File: src/verilog/dc_loop_trim_pkg.sv
package dc_loop_trim_pkg;

  // Command codes of the four registers
  localparam logic [7:0] ADDR_SENSE_OFFSET  = 8'h2d;
  localparam logic [7:0] ADDR_FB_GAIN       = 8'h2e;
  localparam logic [7:0] ADDR_CUR_GAIN      = 8'h2f;
  localparam logic [7:0] ADDR_HOLD_CTRL     = 8'h30;

  // Writable bit masks; everything else is dropped and reads as zero
  localparam logic [15:0] MASK_SENSE_OFFSET = 16'h007f;
  localparam logic [15:0] MASK_GAIN         = 16'h07ff;
  localparam logic [15:0] MASK_HOLD_CTRL    = 16'hffff;

  // Reset values
  localparam logic [15:0] RST_SENSE_OFFSET  = 16'h0000;
  localparam logic [15:0] RST_GAIN          = 16'h0400;
  localparam logic [15:0] RST_HOLD_CTRL     = 16'h0000;

  // Field layout
  localparam int OFFSET_W        = 7;
  localparam int OFFSET_SIGN_BIT = 6;
  localparam int GAIN_W          = 11;
  localparam int GAIN_FRAC       = 10;
  localparam int FREQ_IDLE_BIT   = 15;
  localparam int UV_IDLE_BIT     = 14;
  localparam int PRD_THR_MSB     = 13;
  localparam int PRD_THR_LSB     = 7;
  localparam int PRD_THR_W       = 7;
  localparam int PRD_HOLD_BIT    = 6;
  localparam int PHASE_HOLD_BIT  = 5;
  localparam int EXC_HOLD_BIT    = 4;
  localparam int HOLD_LEN_MSB    = 3;
  localparam int HOLD_LEN_LSB    = 0;
  localparam int HOLD_LEN_W      = 4;

  // Offset weights in microvolts per step
  localparam int OFFSET_STEP_UNITY_UV = 500;
  localparam int OFFSET_STEP_HALF_UV  = 800;

  // Feedback compare window; feedback and reference use FB_LSB_UV per count
  localparam int FB_LSB_UV       = 250;
  localparam int UNDER_MV        = 25;
  localparam int OVER_MV         = 20;
  localparam int UNDER_COUNT     = (UNDER_MV * 1000) / FB_LSB_UV;
  localparam int OVER_COUNT      = (OVER_MV * 1000) / FB_LSB_UV;

  // Period threshold step, periods are given in ns
  localparam int PRD_STEP_NS     = 80;

  // Hold timing
  localparam int CLOCK_HZ        = 20_000_000;
  localparam int HOLD_STEP_US    = 100;
  localparam int HOLD_STEP_CYCLES = (HOLD_STEP_US * (CLOCK_HZ / 1_000_000));

endpackage

File: src/verilog/sample_gain_scaler.sv
`timescale 1ns/10ps
module sample_gain_scaler #(
  parameter int RAW_W  = 12,
  parameter int GAIN_W = 11,
  parameter int FRAC   = 10
) (
  input  wire logic              clock,
  input  wire logic              arst_n,
  input  wire logic [RAW_W-1:0]  raw,
  input  wire logic [GAIN_W-1:0] gain,
  output logic      [RAW_W:0]    scaled
);

  if (GAIN_W - FRAC != 1) begin : g_bad_frac
    $error("sample_gain_scaler: GAIN_W must be FRAC+1");
  end

  wire [RAW_W+GAIN_W-1:0] product = raw * gain;
  wire [RAW_W:0]          quotient = product[RAW_W+GAIN_W-1:FRAC];

  // Truncation toward zero; gain 1024 passes the sample unchanged
  always_ff @(posedge clock or negedge arst_n) begin
    if (!arst_n) begin
      scaled <= '0;
    end else begin
      scaled <= quotient;
    end
  end

endmodule // sample_gain_scaler

File: src/verilog/dc_loop_trim_and_hold_ctrl.sv
`timescale 1ns/10ps
module dc_loop_trim_and_hold_ctrl #(
  parameter int ADC_W    = 12,
  parameter int VOLT_W   = 16,
  parameter int PERIOD_W = 16,
  parameter int PHASE_W  = 3,
  parameter int SENSE_W  = 22
) (
  input  wire logic                clock,
  input  wire logic                arst_n,
  // Register access
  input  wire logic [7:0]          reg_addr,
  input  wire logic                reg_wr,
  input  wire logic [15:0]         reg_wdata,
  output logic      [15:0]         reg_rdata,
  // Sense path
  input  wire logic                sense_amp_gain_select,
  input  wire logic [SENSE_W-1:0]  sensed_output_uv,
  output logic      [SENSE_W-1:0]  sense_corrected_uv,
  output logic signed [17:0]       sense_offset_uv,
  input  wire logic [ADC_W-1:0]    feedback_raw_sample,
  input  wire logic [ADC_W-1:0]    current_raw_sample,
  output logic      [ADC_W:0]      feedback_scaled_sample,
  output logic      [ADC_W:0]      current_scaled_sample,
  // Phase adding
  input  wire logic                auto_shed_mode,
  input  wire logic                freq_over_limit,
  input  wire logic [VOLT_W-1:0]   feedback_voltage,
  input  wire logic [VOLT_W-1:0]   output_reference,
  output logic                     full_phase_ccm,
  output logic                     idle_phase_level,
  // Hold logic
  input  wire logic [PERIOD_W-1:0] measured_period_ns,
  input  wire logic [PERIOD_W-1:0] configured_period_ns,
  input  wire logic                period_hold_qualify,
  input  wire logic [PHASE_W-1:0]  active_phase_count,
  output logic                     period_error,
  output logic                     voltage_loop_hold
);

  // Widths the arithmetic below cannot serve are refused at elaboration
  if (ADC_W < 4 || ADC_W > 20) begin : g_bad_adc_w
    $error("ADC_W out of range");
  end
  if (VOLT_W < 10 || VOLT_W > 24) begin : g_bad_volt_w
    $error("VOLT_W out of range");
  end
  if (PERIOD_W < 15 || PERIOD_W > 24) begin : g_bad_period_w
    $error("PERIOD_W out of range");
  end
  if (SENSE_W < 18 || SENSE_W > 30) begin : g_bad_sense_w
    $error("SENSE_W out of range");
  end
  if (PHASE_W < 1) begin : g_bad_phase_w
    $error("PHASE_W out of range");
  end

  localparam int HDIV_W = $clog2(dc_loop_trim_pkg::HOLD_STEP_CYCLES);
  localparam logic [HDIV_W-1:0] HDIV_LAST = HDIV_W'(dc_loop_trim_pkg::HOLD_STEP_CYCLES - 1);
  localparam logic signed [VOLT_W:0] UNDER_LIM = (VOLT_W+1)'(dc_loop_trim_pkg::UNDER_COUNT);
  localparam logic signed [VOLT_W:0] OVER_LIM  = (VOLT_W+1)'(dc_loop_trim_pkg::OVER_COUNT);
  localparam logic [PERIOD_W:0] PRD_STEP = (PERIOD_W+1)'(dc_loop_trim_pkg::PRD_STEP_NS);
  localparam logic [4:0] STEP_UNITY = 5'(dc_loop_trim_pkg::OFFSET_STEP_UNITY_UV / 100);
  localparam logic [4:0] STEP_HALF  = 5'(dc_loop_trim_pkg::OFFSET_STEP_HALF_UV / 100);

  typedef enum logic [1:0] {
    HOLD_IDLE   = 2'b01,
    HOLD_FROZEN = 2'b10
  } hold_state_t;

  // Merge a write into a register, keeping only implemented bits
  function automatic logic [15:0] masked(input logic [15:0] data, input logic [15:0] mask);
    masked = data & mask;
  endfunction

  // Unsigned distance between two periods
  function automatic logic [PERIOD_W:0] distance(input logic [PERIOD_W-1:0] a, input logic [PERIOD_W-1:0] b);
    distance = (a >= b) ? {1'b0, a - b} : {1'b0, b - a};
  endfunction

  // Registers
  logic [15:0] sense_amp_offset_q;
  logic [15:0] feedback_digital_gain_q;
  logic [15:0] current_monitor_digital_gain_q;
  logic [15:0] voltage_loop_hold_control_q;

  wire wr_offset = reg_wr && (reg_addr == dc_loop_trim_pkg::ADDR_SENSE_OFFSET);
  wire wr_fbgain = reg_wr && (reg_addr == dc_loop_trim_pkg::ADDR_FB_GAIN);
  wire wr_cugain = reg_wr && (reg_addr == dc_loop_trim_pkg::ADDR_CUR_GAIN);
  wire wr_ctrl   = reg_wr && (reg_addr == dc_loop_trim_pkg::ADDR_HOLD_CTRL);

  // Next values; a write keeps only the implemented bits
  wire [15:0] sense_amp_offset_d = wr_offset ?
    masked(reg_wdata, dc_loop_trim_pkg::MASK_SENSE_OFFSET) : sense_amp_offset_q;
  wire [15:0] feedback_digital_gain_d = wr_fbgain ?
    masked(reg_wdata, dc_loop_trim_pkg::MASK_GAIN) : feedback_digital_gain_q;
  wire [15:0] current_monitor_digital_gain_d = wr_cugain ?
    masked(reg_wdata, dc_loop_trim_pkg::MASK_GAIN) : current_monitor_digital_gain_q;
  wire [15:0] voltage_loop_hold_control_d = wr_ctrl ?
    masked(reg_wdata, dc_loop_trim_pkg::MASK_HOLD_CTRL) : voltage_loop_hold_control_q;

  always_ff @(posedge clock or negedge arst_n) begin
    if (!arst_n) begin
      sense_amp_offset_q             <= dc_loop_trim_pkg::RST_SENSE_OFFSET;
      feedback_digital_gain_q        <= dc_loop_trim_pkg::RST_GAIN;
      current_monitor_digital_gain_q <= dc_loop_trim_pkg::RST_GAIN;
      voltage_loop_hold_control_q    <= dc_loop_trim_pkg::RST_HOLD_CTRL;
    end else begin
      sense_amp_offset_q             <= sense_amp_offset_d;
      feedback_digital_gain_q        <= feedback_digital_gain_d;
      current_monitor_digital_gain_q <= current_monitor_digital_gain_d;
      voltage_loop_hold_control_q    <= voltage_loop_hold_control_d;
    end
  end

  // Read mux; unmapped codes return zero
  logic [15:0] read_mux;
  always_comb begin
    unique case (reg_addr)
      dc_loop_trim_pkg::ADDR_SENSE_OFFSET: read_mux = sense_amp_offset_q;
      dc_loop_trim_pkg::ADDR_FB_GAIN:      read_mux = feedback_digital_gain_q;
      dc_loop_trim_pkg::ADDR_CUR_GAIN:     read_mux = current_monitor_digital_gain_q;
      dc_loop_trim_pkg::ADDR_HOLD_CTRL:    read_mux = voltage_loop_hold_control_q;
      default:                             read_mux = 16'h0000;
    endcase
  end

  // Field views
  wire [dc_loop_trim_pkg::OFFSET_W-1:0] sense_offset_value =
    sense_amp_offset_q[dc_loop_trim_pkg::OFFSET_W-1:0];
  wire [dc_loop_trim_pkg::GAIN_W-1:0] feedback_gain_value =
    feedback_digital_gain_q[dc_loop_trim_pkg::GAIN_W-1:0];
  wire [dc_loop_trim_pkg::GAIN_W-1:0] current_report_gain_value =
    current_monitor_digital_gain_q[dc_loop_trim_pkg::GAIN_W-1:0];
  wire freq_phase_add_idle_level      = voltage_loop_hold_control_q[dc_loop_trim_pkg::FREQ_IDLE_BIT];
  wire undervolt_phase_add_idle_level = voltage_loop_hold_control_q[dc_loop_trim_pkg::UV_IDLE_BIT];
  wire [dc_loop_trim_pkg::PRD_THR_W-1:0] period_error_threshold =
    voltage_loop_hold_control_q[dc_loop_trim_pkg::PRD_THR_MSB:dc_loop_trim_pkg::PRD_THR_LSB];
  wire period_error_hold_enable = voltage_loop_hold_control_q[dc_loop_trim_pkg::PRD_HOLD_BIT];
  wire phase_change_hold_enable = voltage_loop_hold_control_q[dc_loop_trim_pkg::PHASE_HOLD_BIT];
  wire excursion_hold_enable    = voltage_loop_hold_control_q[dc_loop_trim_pkg::EXC_HOLD_BIT];
  wire [dc_loop_trim_pkg::HOLD_LEN_W-1:0] voltage_loop_hold_length =
    voltage_loop_hold_control_q[dc_loop_trim_pkg::HOLD_LEN_MSB:dc_loop_trim_pkg::HOLD_LEN_LSB];

  // Offset: sign extend, then weight by the step of the selected sense gain
  wire signed [7:0] offset_signed =
    {sense_offset_value[dc_loop_trim_pkg::OFFSET_SIGN_BIT], sense_offset_value};
  wire [4:0] step_100uv = sense_amp_gain_select ? STEP_HALF : STEP_UNITY;
  wire signed [17:0] offset_uv_d = 18'(offset_signed * $signed({1'b0, step_100uv}) * 18'sd100);
  wire signed [SENSE_W+1:0] corrected_sum = $signed({2'b00, sensed_output_uv}) + (SENSE_W+2)'(offset_uv_d);
  // Clamp so a negative offset on a tiny reading cannot wrap to full scale
  wire [SENSE_W-1:0] corrected_d = corrected_sum[SENSE_W+1] ? '0 :
    (corrected_sum[SENSE_W] ? '1 : corrected_sum[SENSE_W-1:0]);

  // Feedback excursion window
  wire signed [VOLT_W:0] fb_error = $signed({1'b0, feedback_voltage}) - $signed({1'b0, output_reference});
  wire fb_under = fb_error < -UNDER_LIM;
  wire fb_over  = fb_error > OVER_LIM;

  // Period deviation compared in ns
  wire [PERIOD_W:0] prd_dev     = distance(measured_period_ns, configured_period_ns);
  wire [PERIOD_W:0] prd_limit   = (PERIOD_W+1)'({{(PERIOD_W+1-dc_loop_trim_pkg::PRD_THR_W){1'b0}},
                                    period_error_threshold} * PRD_STEP);
  wire              prd_error_d = prd_dev > prd_limit;

  // Phase add decision; undervoltage wins the idle level when both fire
  wire ccm_d  = auto_shed_mode && (freq_over_limit || fb_under);
  wire idle_d = fb_under ? undervolt_phase_add_idle_level : freq_phase_add_idle_level;

  // Hold triggers
  logic [PHASE_W-1:0] phase_count_q;
  logic               phase_seen_q;
  wire phase_changed = phase_seen_q && (active_phase_count != phase_count_q);
  wire trig_period   = period_error_hold_enable && period_hold_qualify && prd_error_d;
  wire trig_phase    = phase_change_hold_enable && phase_changed;
  wire trig_exc      = excursion_hold_enable && (fb_under || fb_over);
  wire trigger       = trig_period || trig_phase || trig_exc;

  // Hold timer: divider gives one pulse per 100 us step
  hold_state_t                          state_q;
  hold_state_t                          state_d;
  logic [HDIV_W-1:0]                    div_q;
  logic [dc_loop_trim_pkg::HOLD_LEN_W-1:0] steps_q;
  wire step_pulse = (state_q == HOLD_FROZEN) && (div_q == HDIV_LAST);
  wire expire     = step_pulse && (steps_q <= 4'd1);
  wire zero_len   = (voltage_loop_hold_length == '0);
  // Hold shows at once on a trigger, even with a zero length
  wire hold_d     = trigger || (state_d == HOLD_FROZEN);

  always_comb begin
    unique case (state_q)
      HOLD_IDLE:   state_d = (trigger && !zero_len) ? HOLD_FROZEN : HOLD_IDLE;
      // A zero length retrigger drops back to trigger-only holding
      HOLD_FROZEN: state_d = ((expire && !trigger) || (trigger && zero_len)) ? HOLD_IDLE : HOLD_FROZEN;
      default:     state_d = HOLD_IDLE;
    endcase
  end

  always_ff @(posedge clock or negedge arst_n) begin
    if (!arst_n) begin
      state_q <= HOLD_IDLE;
    end else begin
      state_q <= state_d;
    end
  end

  always_ff @(posedge clock or negedge arst_n) begin
    if (!arst_n) begin
      div_q   <= '0;
      steps_q <= '0;
    end else begin
      if (trigger) begin
        div_q   <= '0;
        steps_q <= voltage_loop_hold_length;
      end else if (state_q == HOLD_FROZEN) begin
        div_q   <= step_pulse ? '0 : div_q + 1'b1;
        steps_q <= step_pulse ? steps_q - 1'b1 : steps_q;
      end
    end
  end

  always_ff @(posedge clock or negedge arst_n) begin
    if (!arst_n) begin
      phase_count_q <= '0;
      phase_seen_q  <= 1'b0;
    end else begin
      phase_count_q <= active_phase_count;
      phase_seen_q  <= 1'b1;
    end
  end

  // Registered outputs
  always_ff @(posedge clock or negedge arst_n) begin
    if (!arst_n) begin
      reg_rdata <= '0;
    end else begin
      reg_rdata <= read_mux;
    end
  end

  // Sense path results
  always_ff @(posedge clock or negedge arst_n) begin
    if (!arst_n) begin
      sense_offset_uv    <= '0;
      sense_corrected_uv <= '0;
    end else begin
      sense_offset_uv    <= offset_uv_d;
      sense_corrected_uv <= corrected_d;
    end
  end

  // Phase add and hold results
  always_ff @(posedge clock or negedge arst_n) begin
    if (!arst_n) begin
      full_phase_ccm    <= 1'b0;
      idle_phase_level  <= 1'b0;
      period_error      <= 1'b0;
      voltage_loop_hold <= 1'b0;
    end else begin
      full_phase_ccm    <= ccm_d;
      idle_phase_level  <= idle_d;
      period_error      <= prd_error_d;
      voltage_loop_hold <= hold_d;
    end
  end

  sample_gain_scaler #(
    .RAW_W  (ADC_W),
    .GAIN_W (dc_loop_trim_pkg::GAIN_W),
    .FRAC   (dc_loop_trim_pkg::GAIN_FRAC)
  ) u_feedback_scaler (
    .clock  (clock),
    .arst_n (arst_n),
    .raw    (feedback_raw_sample),
    .gain   (feedback_gain_value),
    .scaled (feedback_scaled_sample)
  );

  sample_gain_scaler #(
    .RAW_W  (ADC_W),
    .GAIN_W (dc_loop_trim_pkg::GAIN_W),
    .FRAC   (dc_loop_trim_pkg::GAIN_FRAC)
  ) u_current_scaler (
    .clock  (clock),
    .arst_n (arst_n),
    .raw    (current_raw_sample),
    .gain   (current_report_gain_value),
    .scaled (current_scaled_sample)
  );

endmodule // dc_loop_trim_and_hold_ctrl

File: config.mk
export PLATFORM = sky130hd
export DESIGN_NAME = dc_loop_trim_and_hold_ctrl
export DESIGN_NICKNAME = d
export VERILOG_FILES = /design/src/verilog/dc_loop_trim_pkg.sv /design/src/verilog/sample_gain_scaler.sv /design/src/verilog/dc_loop_trim_and_hold_ctrl.sv
export SDC_FILE = /design/constraint.sdc
export NUM_CORES = 1
export LEC_CHECK = 0
export ABC_AREA = 1
export ABC_CLOCK_PERIOD_IN_PS = 9110
export BUFFER_PORTS_ARGS = -buffer_cell sky130_fd_sc_hd__buf_2
export CAP_MARGIN = 20
export CORE_MARGIN = 3
export CORE_UTILIZATION = 60
export CTS_CLUSTER_SIZE = 14
export DETAILED_ROUTE_END_ITERATION = 6
export PLACE_DENSITY = 0.82
export SYNTH_ARGS = -nofsm -noshare
export SYNTH_HDL_FRONTEND = slang
export SYNTH_SLANG_ARGS = --single-unit
File: constraint.sdc
create_clock -name clock -period 9.11 [get_ports clock]
set_input_delay 2.733 -clock clock [delete_from_list [all_inputs] [get_ports clock]]
set_output_delay 2.733 -clock clock [all_outputs]
set_load 0.01 [all_outputs]
==> flow_summary_export.csv, run 1 <==
group,metric,value,unit
setup_path,worstPathArrival,9.28,ns
routing,ant_nets,0,
cells_and_area,area_growth_syn_to_layout,13.6,%
cts,clockBufferDepth,2,
cts,cts_inserted_buffers,17,
placed_design,dp.cells,3301,
synthesis,syn_area_per_cell,7.61,µm²
floorplanning,die_w,189,µm
routing,num_vias,18000,
sta,fin_crit,8.89,ns
cts,clkTransAtPathRegs,0.07,ns
sta,finalMaxSlewViolations,0,
grt,grt_max_degree,79,
grt,antenna_found_initial,6,
grt,grt_pass1_vias,18700,
placed_design,io_buffers,227,
worst_hold_path,hold_path_class,"flip-flop to flip-flop",
synthesis,ys.warnings.count,0,
routing,drtIter0Drc,1299,
sta,finClkSkew,0.0107,ns
synthesis,ys_seq_area_share,18.6,%
setup_path,cp_slowest_cell,"fa_1",
setup_path,r2r_setup_slack,2.16,ns
synthesis,ys.flop_type,"dfrtp_1",
synthesis,synthArstFlopShare,100,%
routing,wl_per_cell,16.1,µm
floorplanning,start_util,61.3,%
routing,drc_errors,0,
placed_design,place_area,22000,µm²
synthesis,synth_edf_count,0,
setup_path,cpPeakStageDelay,0.52,ns
synthesis,synth_cells,2650,
cells_and_area,regArea,3760,µm²
cts,cts_num_sinks,150,
cts,root_buffer,"clkbuf_16",
synthesis,ys_types,57,
cells_and_area,fill_cells,2639,
sta,slew_headroom,34.2,%
routing,wirelength,54.0,mm
cts,cts_tree,"yes",
floorplanning,fp.dieArea,35800,µm²
worst_hold_path,hold_depth,2,
grt,overflow,0,
cells_and_area,fin_util,69.7,%
floorplanning,ios,230,
cts,cts_max_level,4,
setup_path,r2r_cells,44,
cells_and_area,fin_nets,3491,
cts,clock_latency,0.46,ns
flow_run,drv_cap,0,
sta,setup_viol,0,
cells_and_area,stdcell_area,22900,µm²
placed_design,dpl.hpwl,42.4,mm
cells_and_area,multi_input_comb_area,14100,µm²
setup_path,setup.worst_path.start_class,"primary input",
floorplanning,dieHeight,189,µm
sta,period_share,97.6,%
sta,fmax,0.112,GHz
run_status,status,"finished clean",
floorplanning,core,32900,µm²
setup_path,cp-end-kind,"flip-flop",
floorplanning,rows,66,
sta,final.setup.tns,0,ns
cells_and_area,final-instance-count-excl-fill,3346,
cells_and_area,layout-drive-gt1-share,13.5,%
synthesis,netlist_area,20200,µm²
synthesis,ys_ff_latch,150,
sta,tightest_slew,0.987,ns
grt,gr-usage-all-layers,30.2,%
setup_path,critPathKind,"primary input to flip-flop",
placed_design,gp_congestion,0.927,
routing,first_pass_iters,6,
setup_path,cp.required,9.50,ns
setup_path,worst-path-max-fanout,11,
routing,vias_per_cell,5.39,
sta,finalHoldViolations,0,
grt,grt_pass1_wl,88.5,mm
setup_path,critPathMostFrequentCell,"nand2_1",
kinds of logic after synthesis:
| family | Yosys count | share of synthesized area [%] |
|---|---|---|
| fa+ha+maj | 464 | 36.0 |
| compound gates | 278 | 8.30 |
| simple gates | 967 | 19.7 |
| buf+inv | 690 | 13.0 |
| xor+xnor | 98 | 4.26 |
| flops | 150 | 18.6 |
| other cells | 2 | 0.0373 |
| mux | 1 | 0.0497 |
critical path, delay by kind of cell:
family                   cells  cell delay, ns
adder cells (fa/ha/maj)      8            2.73
buffers and inverters        8            0.75
AND/OR/NAND/NOR             21            2.02
AO/OA/AOI/OAI                7            1.02
metrics by stage:
stage	setup WS (ns)	hold WS, ns
4_1_cts	0.0708	0.498
3_5_place_dp	-0.340	0.481
5_1_grt	-0.151	0.553
3_3_place_gp	-0.0148	0.465
6_report	0.219	0.501
2_1_floorplan	0.0213	0.453
layer usage:
| layer | wire length (µm) | track usage [%] | vias up |
|---|---|---|---|
| li1 | - | - | 8574 |
| met1 | 21900 | 37.8 | 8590 |
| met2 | 26100 | 52.1 | 723 |
| met3 | 4130 | 5.78 | 156 |
| met4 | 1920 | 11.5 | 2 |
| met5 | 11 | 0 | - |
what timing repair did:
| item | 4_1_cts | 5_1_grt |
|---|---|---|
| setup buffers | 0 | 3 |
| endpoints found under the setup margin | 0 | 22 |
| hold buffers | 0 | 0 |
| gates resized for setup | 0 | 42 |
| endpoints found under the hold margin | 0 | 0 |
state kept, by name (all words and copies together), names as in the netlist, 13 cells and up:
register / count
u_current_scaler.scaled: 13
u_feedback_scaler.scaled: 13
sense_offset_uv: 16
reg_rdata: 16
voltage_loop_hold_control_q: 16
sense_corrected_uv: 22
Yosys cell counts, types with 2 or more instances:
cell type  number  area, µm²
inv_1         609       2290
o2111ai_1       8       70.1
dfrtp_1       147       3680
inv_2          11       41.3
conb_1          2       7.51
nand3b_1        5       37.5
o21bai_1       12       90.1
dfstp_2         3       78.8
o311ai_1        3       26.3
a21oi_1       110        551
fa_1          194       3880
nor4_1          9       56.3
a221oi_1        4       35.0
a21oi_2         4       35.0
clkbuf_1       58        218
nand3_1       104        521
nand4_1        12       75.1
o21a_1          2       15.0
nand2_2         8       50.1
o21ai_0        79        395
and2_1          2       12.5
o221ai_1        3       26.3
xnor2_1        33        289
a21boi_0        4       30.0
o211ai_1       12       90.1
nand2_1       704       2640
nor3_1         14       70.1
buf_2           3       15.0
o41ai_2         5       81.3
a31oi_1         6       37.5
ha_1          270       3380
a21o_1         15        113
nor2_4          2       22.5
or2_2           2       12.5
nor2_1         95        357
buf_4           6       45.0
xor2_1         65        569
o21ai_1         5       25.0
nor4_2          2       25.0
layout make-up:
class | count | share of cell area (%)
Clock inverter | 14 | 0.568
Timing Repair Buffer | 280 | 6.98
Antenna cell | 8 | 0.0874
Inverter | 622 | 10.2
Multi-Input combinational cell | 1812 | 61.5
Sequential cell | 150 | 16.4
Tap cell | 442 | 2.42
Clock buffer | 18 | 1.87
placed cells by master, fill, tap and decap left out, drive strengths merged, types with 11 or more instances in the layout:
cell type,netlist,routed
a21o,15,15
nand2,713,713
fa,194,194
dfrtp,147,147
nor4,11,11
xor2,65,65
nor3,14,14
buf,10,279
inv,621,631
o21bai,13,13
xnor2,33,33
nand3,105,105
clkbuf,58,19
ha,270,270
nand4,12,12
nor2,98,98
o211ai,12,12
o21ai,84,84
a21oi,114,114
final timing paths:
| check | startpoint | end |
|---|---|---|
| setup / recovery | sense_amp_gain_select | sense_corrected_uv[16] |
| hold / removal | voltage_loop_hold_control_q[15] | idle_phase_level |
| setup reg to reg | sense_amp_offset_q[4] | sense_corrected_uv[16] |
| hold reg to reg | voltage_loop_hold_control_q[15] | idle_phase_level |
| max in group asynchronous | arst_n | sense_offset_uv[13] |
| min in group asynchronous | arst_n | u_current_scaler.scaled[12] |
Power of run 1 is left out: the tool's default activity adds up to more than one toggle a clock period on the data nets, which glitch-free logic cannot reach.
==> run 2: changes to the inputs <==
--- a/config.mk
+++ b/config.mk
@@ -13,7 +13,8 @@
 export CORE_UTILIZATION = 60
 export CTS_CLUSTER_SIZE = 14
 export DETAILED_ROUTE_END_ITERATION = 6
-export PLACE_DENSITY = 0.82
+export PLACE_DENSITY = 0.81
 export SYNTH_ARGS = -nofsm -noshare
 export SYNTH_HDL_FRONTEND = slang
+export SYNTH_HIERARCHICAL = 1
 export SYNTH_SLANG_ARGS = --single-unit
==> flow_summary_export.csv, run 2 <==
group,metric,value,unit
run_status,status,"finished clean",
routing,wirelength,54.1,mm
sta,fmax,0.111,GHz
worst_hold_path,hold_path_class,"flip-flop to flip-flop",
sta,setup_viol,0,
setup_path,worst-path-max-fanout,8,
cells_and_area,largest_reg_flops,22,
routing,drc_errors,0,
synthesis,synthArstFlopShare,100,%
cts,cts_max_level,4,
synthesis,synth_most_common_cell,"nand2_1",
synthesis,yosys.area.top_type,"fa_1",
cts,root_buffer,"clkbuf_16",
synthesis,synth_area_leaders,"fa_1 (19%), dfrtp_1 (18%), ha_1 (16%)",
cells_and_area,area_growth_syn_to_layout,14.1,%
synthesis,ys.warnings.count,6,
sta,slew_headroom,36.1,%
sta,finClkSkew,0.0141,ns
synthesis,ys.flop_type,"dfrtp_1",
floorplanning,start_util,61.7,%
routing,ant_nets,0,
routing,num_vias,18700,
placed_design,place_ws,-0.421,ns
cts,hold_buffers,0,
cts,cts_num_sinks,150,
setup_path,setup.worst_path.start_class,"primary input",
cells_and_area,fill_cells,2783,
setup_path,cp-end-kind,"flip-flop",
routing,first_pass_iters,6,
sta,rsz0062_at_grt,"yes",
grt,antenna_found_initial,6,
synthesis,synth.top_cells.by_count,"nand2_1 (717), inv_1 (698), ha_1 (265), fa_1 (194), dfrtp_1 (147)",
synthesis,syn_area_per_cell,7.43,µm²
synthesis,ys_seq_area_share,17.9,%
setup_path,cp.required,9.50,ns
synthesis,synth_cells,2822,
setup_path,critPathKind,"primary input to flip-flop",
setup_path,path_buf_inv,10,
setup_path,cpLargestDelayFamily,"adder cells",
synthesis,synth_edf_count,0,
cells_and_area,layout-drive-gt1-share,15.7,%
floorplanning,fp.dieArea,37200,µm²
cts,cts_tree,"yes",
synthesis,netlist_area,21000,µm²
cells_and_area,stdcell_area,23900,µm²
cts,clkTransAtPathRegs,0.08,ns
grt,grt_pass1_wl,88.5,mm
floorplanning,rows,67,
cells_and_area,final_common_cell,"nand2_1",
flow_run,drv_cap,0,
routing,vias_per_cell,5.30,
grt,grt_pass1_vias,19100,
cts,cts_inserted_buffers,17,
routing,drtIter0Drc,1107,
grt,grt_max_degree,79,
placed_design,gp_congestion,0.941,
cts,clockBufferDepth,2,
cells_and_area,fin_nets,3660,
cells_and_area,top_register,"sense_corrected_uv",
setup_path,cp_slowest_cell,"fa_1",
cts,clock_latency,0.45,ns
floorplanning,die_w,193,µm
synthesis,synth_top_area_share,18.5,%
setup_path,cpPeakStageDelay,0.52,ns
placed_design,place_area,22800,µm²
grt,gr-usage-all-layers,29.4,%
sta,tightest_slew,0.959,ns
grt,overflow,0,
sta,period_share,98.6,%
floorplanning,ios,230,
placed_design,dpl.hpwl,43.4,mm
cells_and_area,final_cell_mix,"nand2_1 (705), inv_1 (688), ha_1 (247)",
floorplanning,dieHeight,193,µm
floorplanning,core,34000,µm²
sta,finalMaxSlewViolations,0,
sta,finalHoldViolations,0,
setup_path,worstPathArrival,9.37,ns
synthesis,ys_types,55,
sta,timing.final.ws_setup,0.130,ns
synthesis,ys_ff_latch,150,
sta,fin_crit,8.98,ns
routing,wl_per_cell,15.4,µm
placed_design,io_buffers,227,
run 2: area by class of cell:
cell class	count	area (µm²)	share of cell area [%]
Clock buffer	18	439	1.84
Timing Repair Buffer	284	1670	6.96
Sequential cell	150	3760	15.7
Multi-Input combinational cell	1899	14700	61.5
Clock inverter	14	143	0.596
Inverter	705	2650	11.1
Antenna cell	3	7.51	0.0314
Tap cell	448	561	2.34
run 2: cells by family after synthesis:
logic type	synth area share, %
and+or+nand+nor	21.1
AOI/OAI and AO/OA	7.94
xor gates and xnor gates	3.54
muxes	0.908
other	0.0358
DFF	17.9
buffers and inverters	14.2
adders and majority gates	34.4
run 2: repair_timing:
action,in CTS,in global routing
gates resized for setup,0,77
buffers inserted,0,9
endpoints found under the setup margin,0,22
run 2: through the flow:
| stage | setup TNS, ns | hold slack (ns) | std cells | util, % |
|---|---|---|---|---|
| 2_1_floorplan | 0 | 0.469 | 2825 | - |
| 3_3_place_gp | -1.69 | 0.491 | 3472 | 67.2 |
| 3_5_place_dp | -8.60 | 0.499 | 3473 | 67.2 |
| 4_1_cts | 0 | 0.517 | 3505 | 68.9 |
| 5_1_grt | -3.93 | 0.557 | 3520 | 70.4 |
| 6_report | 0 | 0.515 | 3521 | 70.4 |
run 2: final timing paths:
check	start	endpoint	slack (ns)	cells past startpoint
max in group asynchronous	arst_n	sense_corrected_uv[19]	5.32	2
setup / recovery	sense_amp_gain_select	sense_corrected_uv[21]	0.13	47
min in group asynchronous	arst_n	u_current_scaler/scaled[9]	2.31	1
setup reg to reg	sense_amp_offset_q[2]	sense_corrected_uv[21]	2.02	46
hold / removal	voltage_loop_hold_control_q[14]	voltage_loop_hold_control_q[14]	0.52	1
hold reg to reg	voltage_loop_hold_control_q[14]	voltage_loop_hold_control_q[14]	0.52	1
run 2: worst reg2reg max path, delay by kind of cell, from the launching register on:
kind	cells	cell delay [ns]
DFF	1	0.42
AOI/OAI and AO/OA	5	0.63
and+or+nand+nor	22	2.44
xor gates and xnor gates	1	0.18
adders and majority gates	9	2.58
buffers and inverters	9	0.78
run 2: routing by layer:
| layer | track usage, % | share of wire (%) | vias to the layer above |
|---|---|---|---|
| li1 | - | - | 9034 |
| met1 | 35.8 | 40 | 8861 |
| met2 | 52.1 | 50 | 632 |
| met3 | 5.07 | 6.2 | 135 |
| met4 | 11.2 | 3.6 | 8 |
| met5 | 0 | 0.11 | - |
Power of run 2 is left out for the same reason.
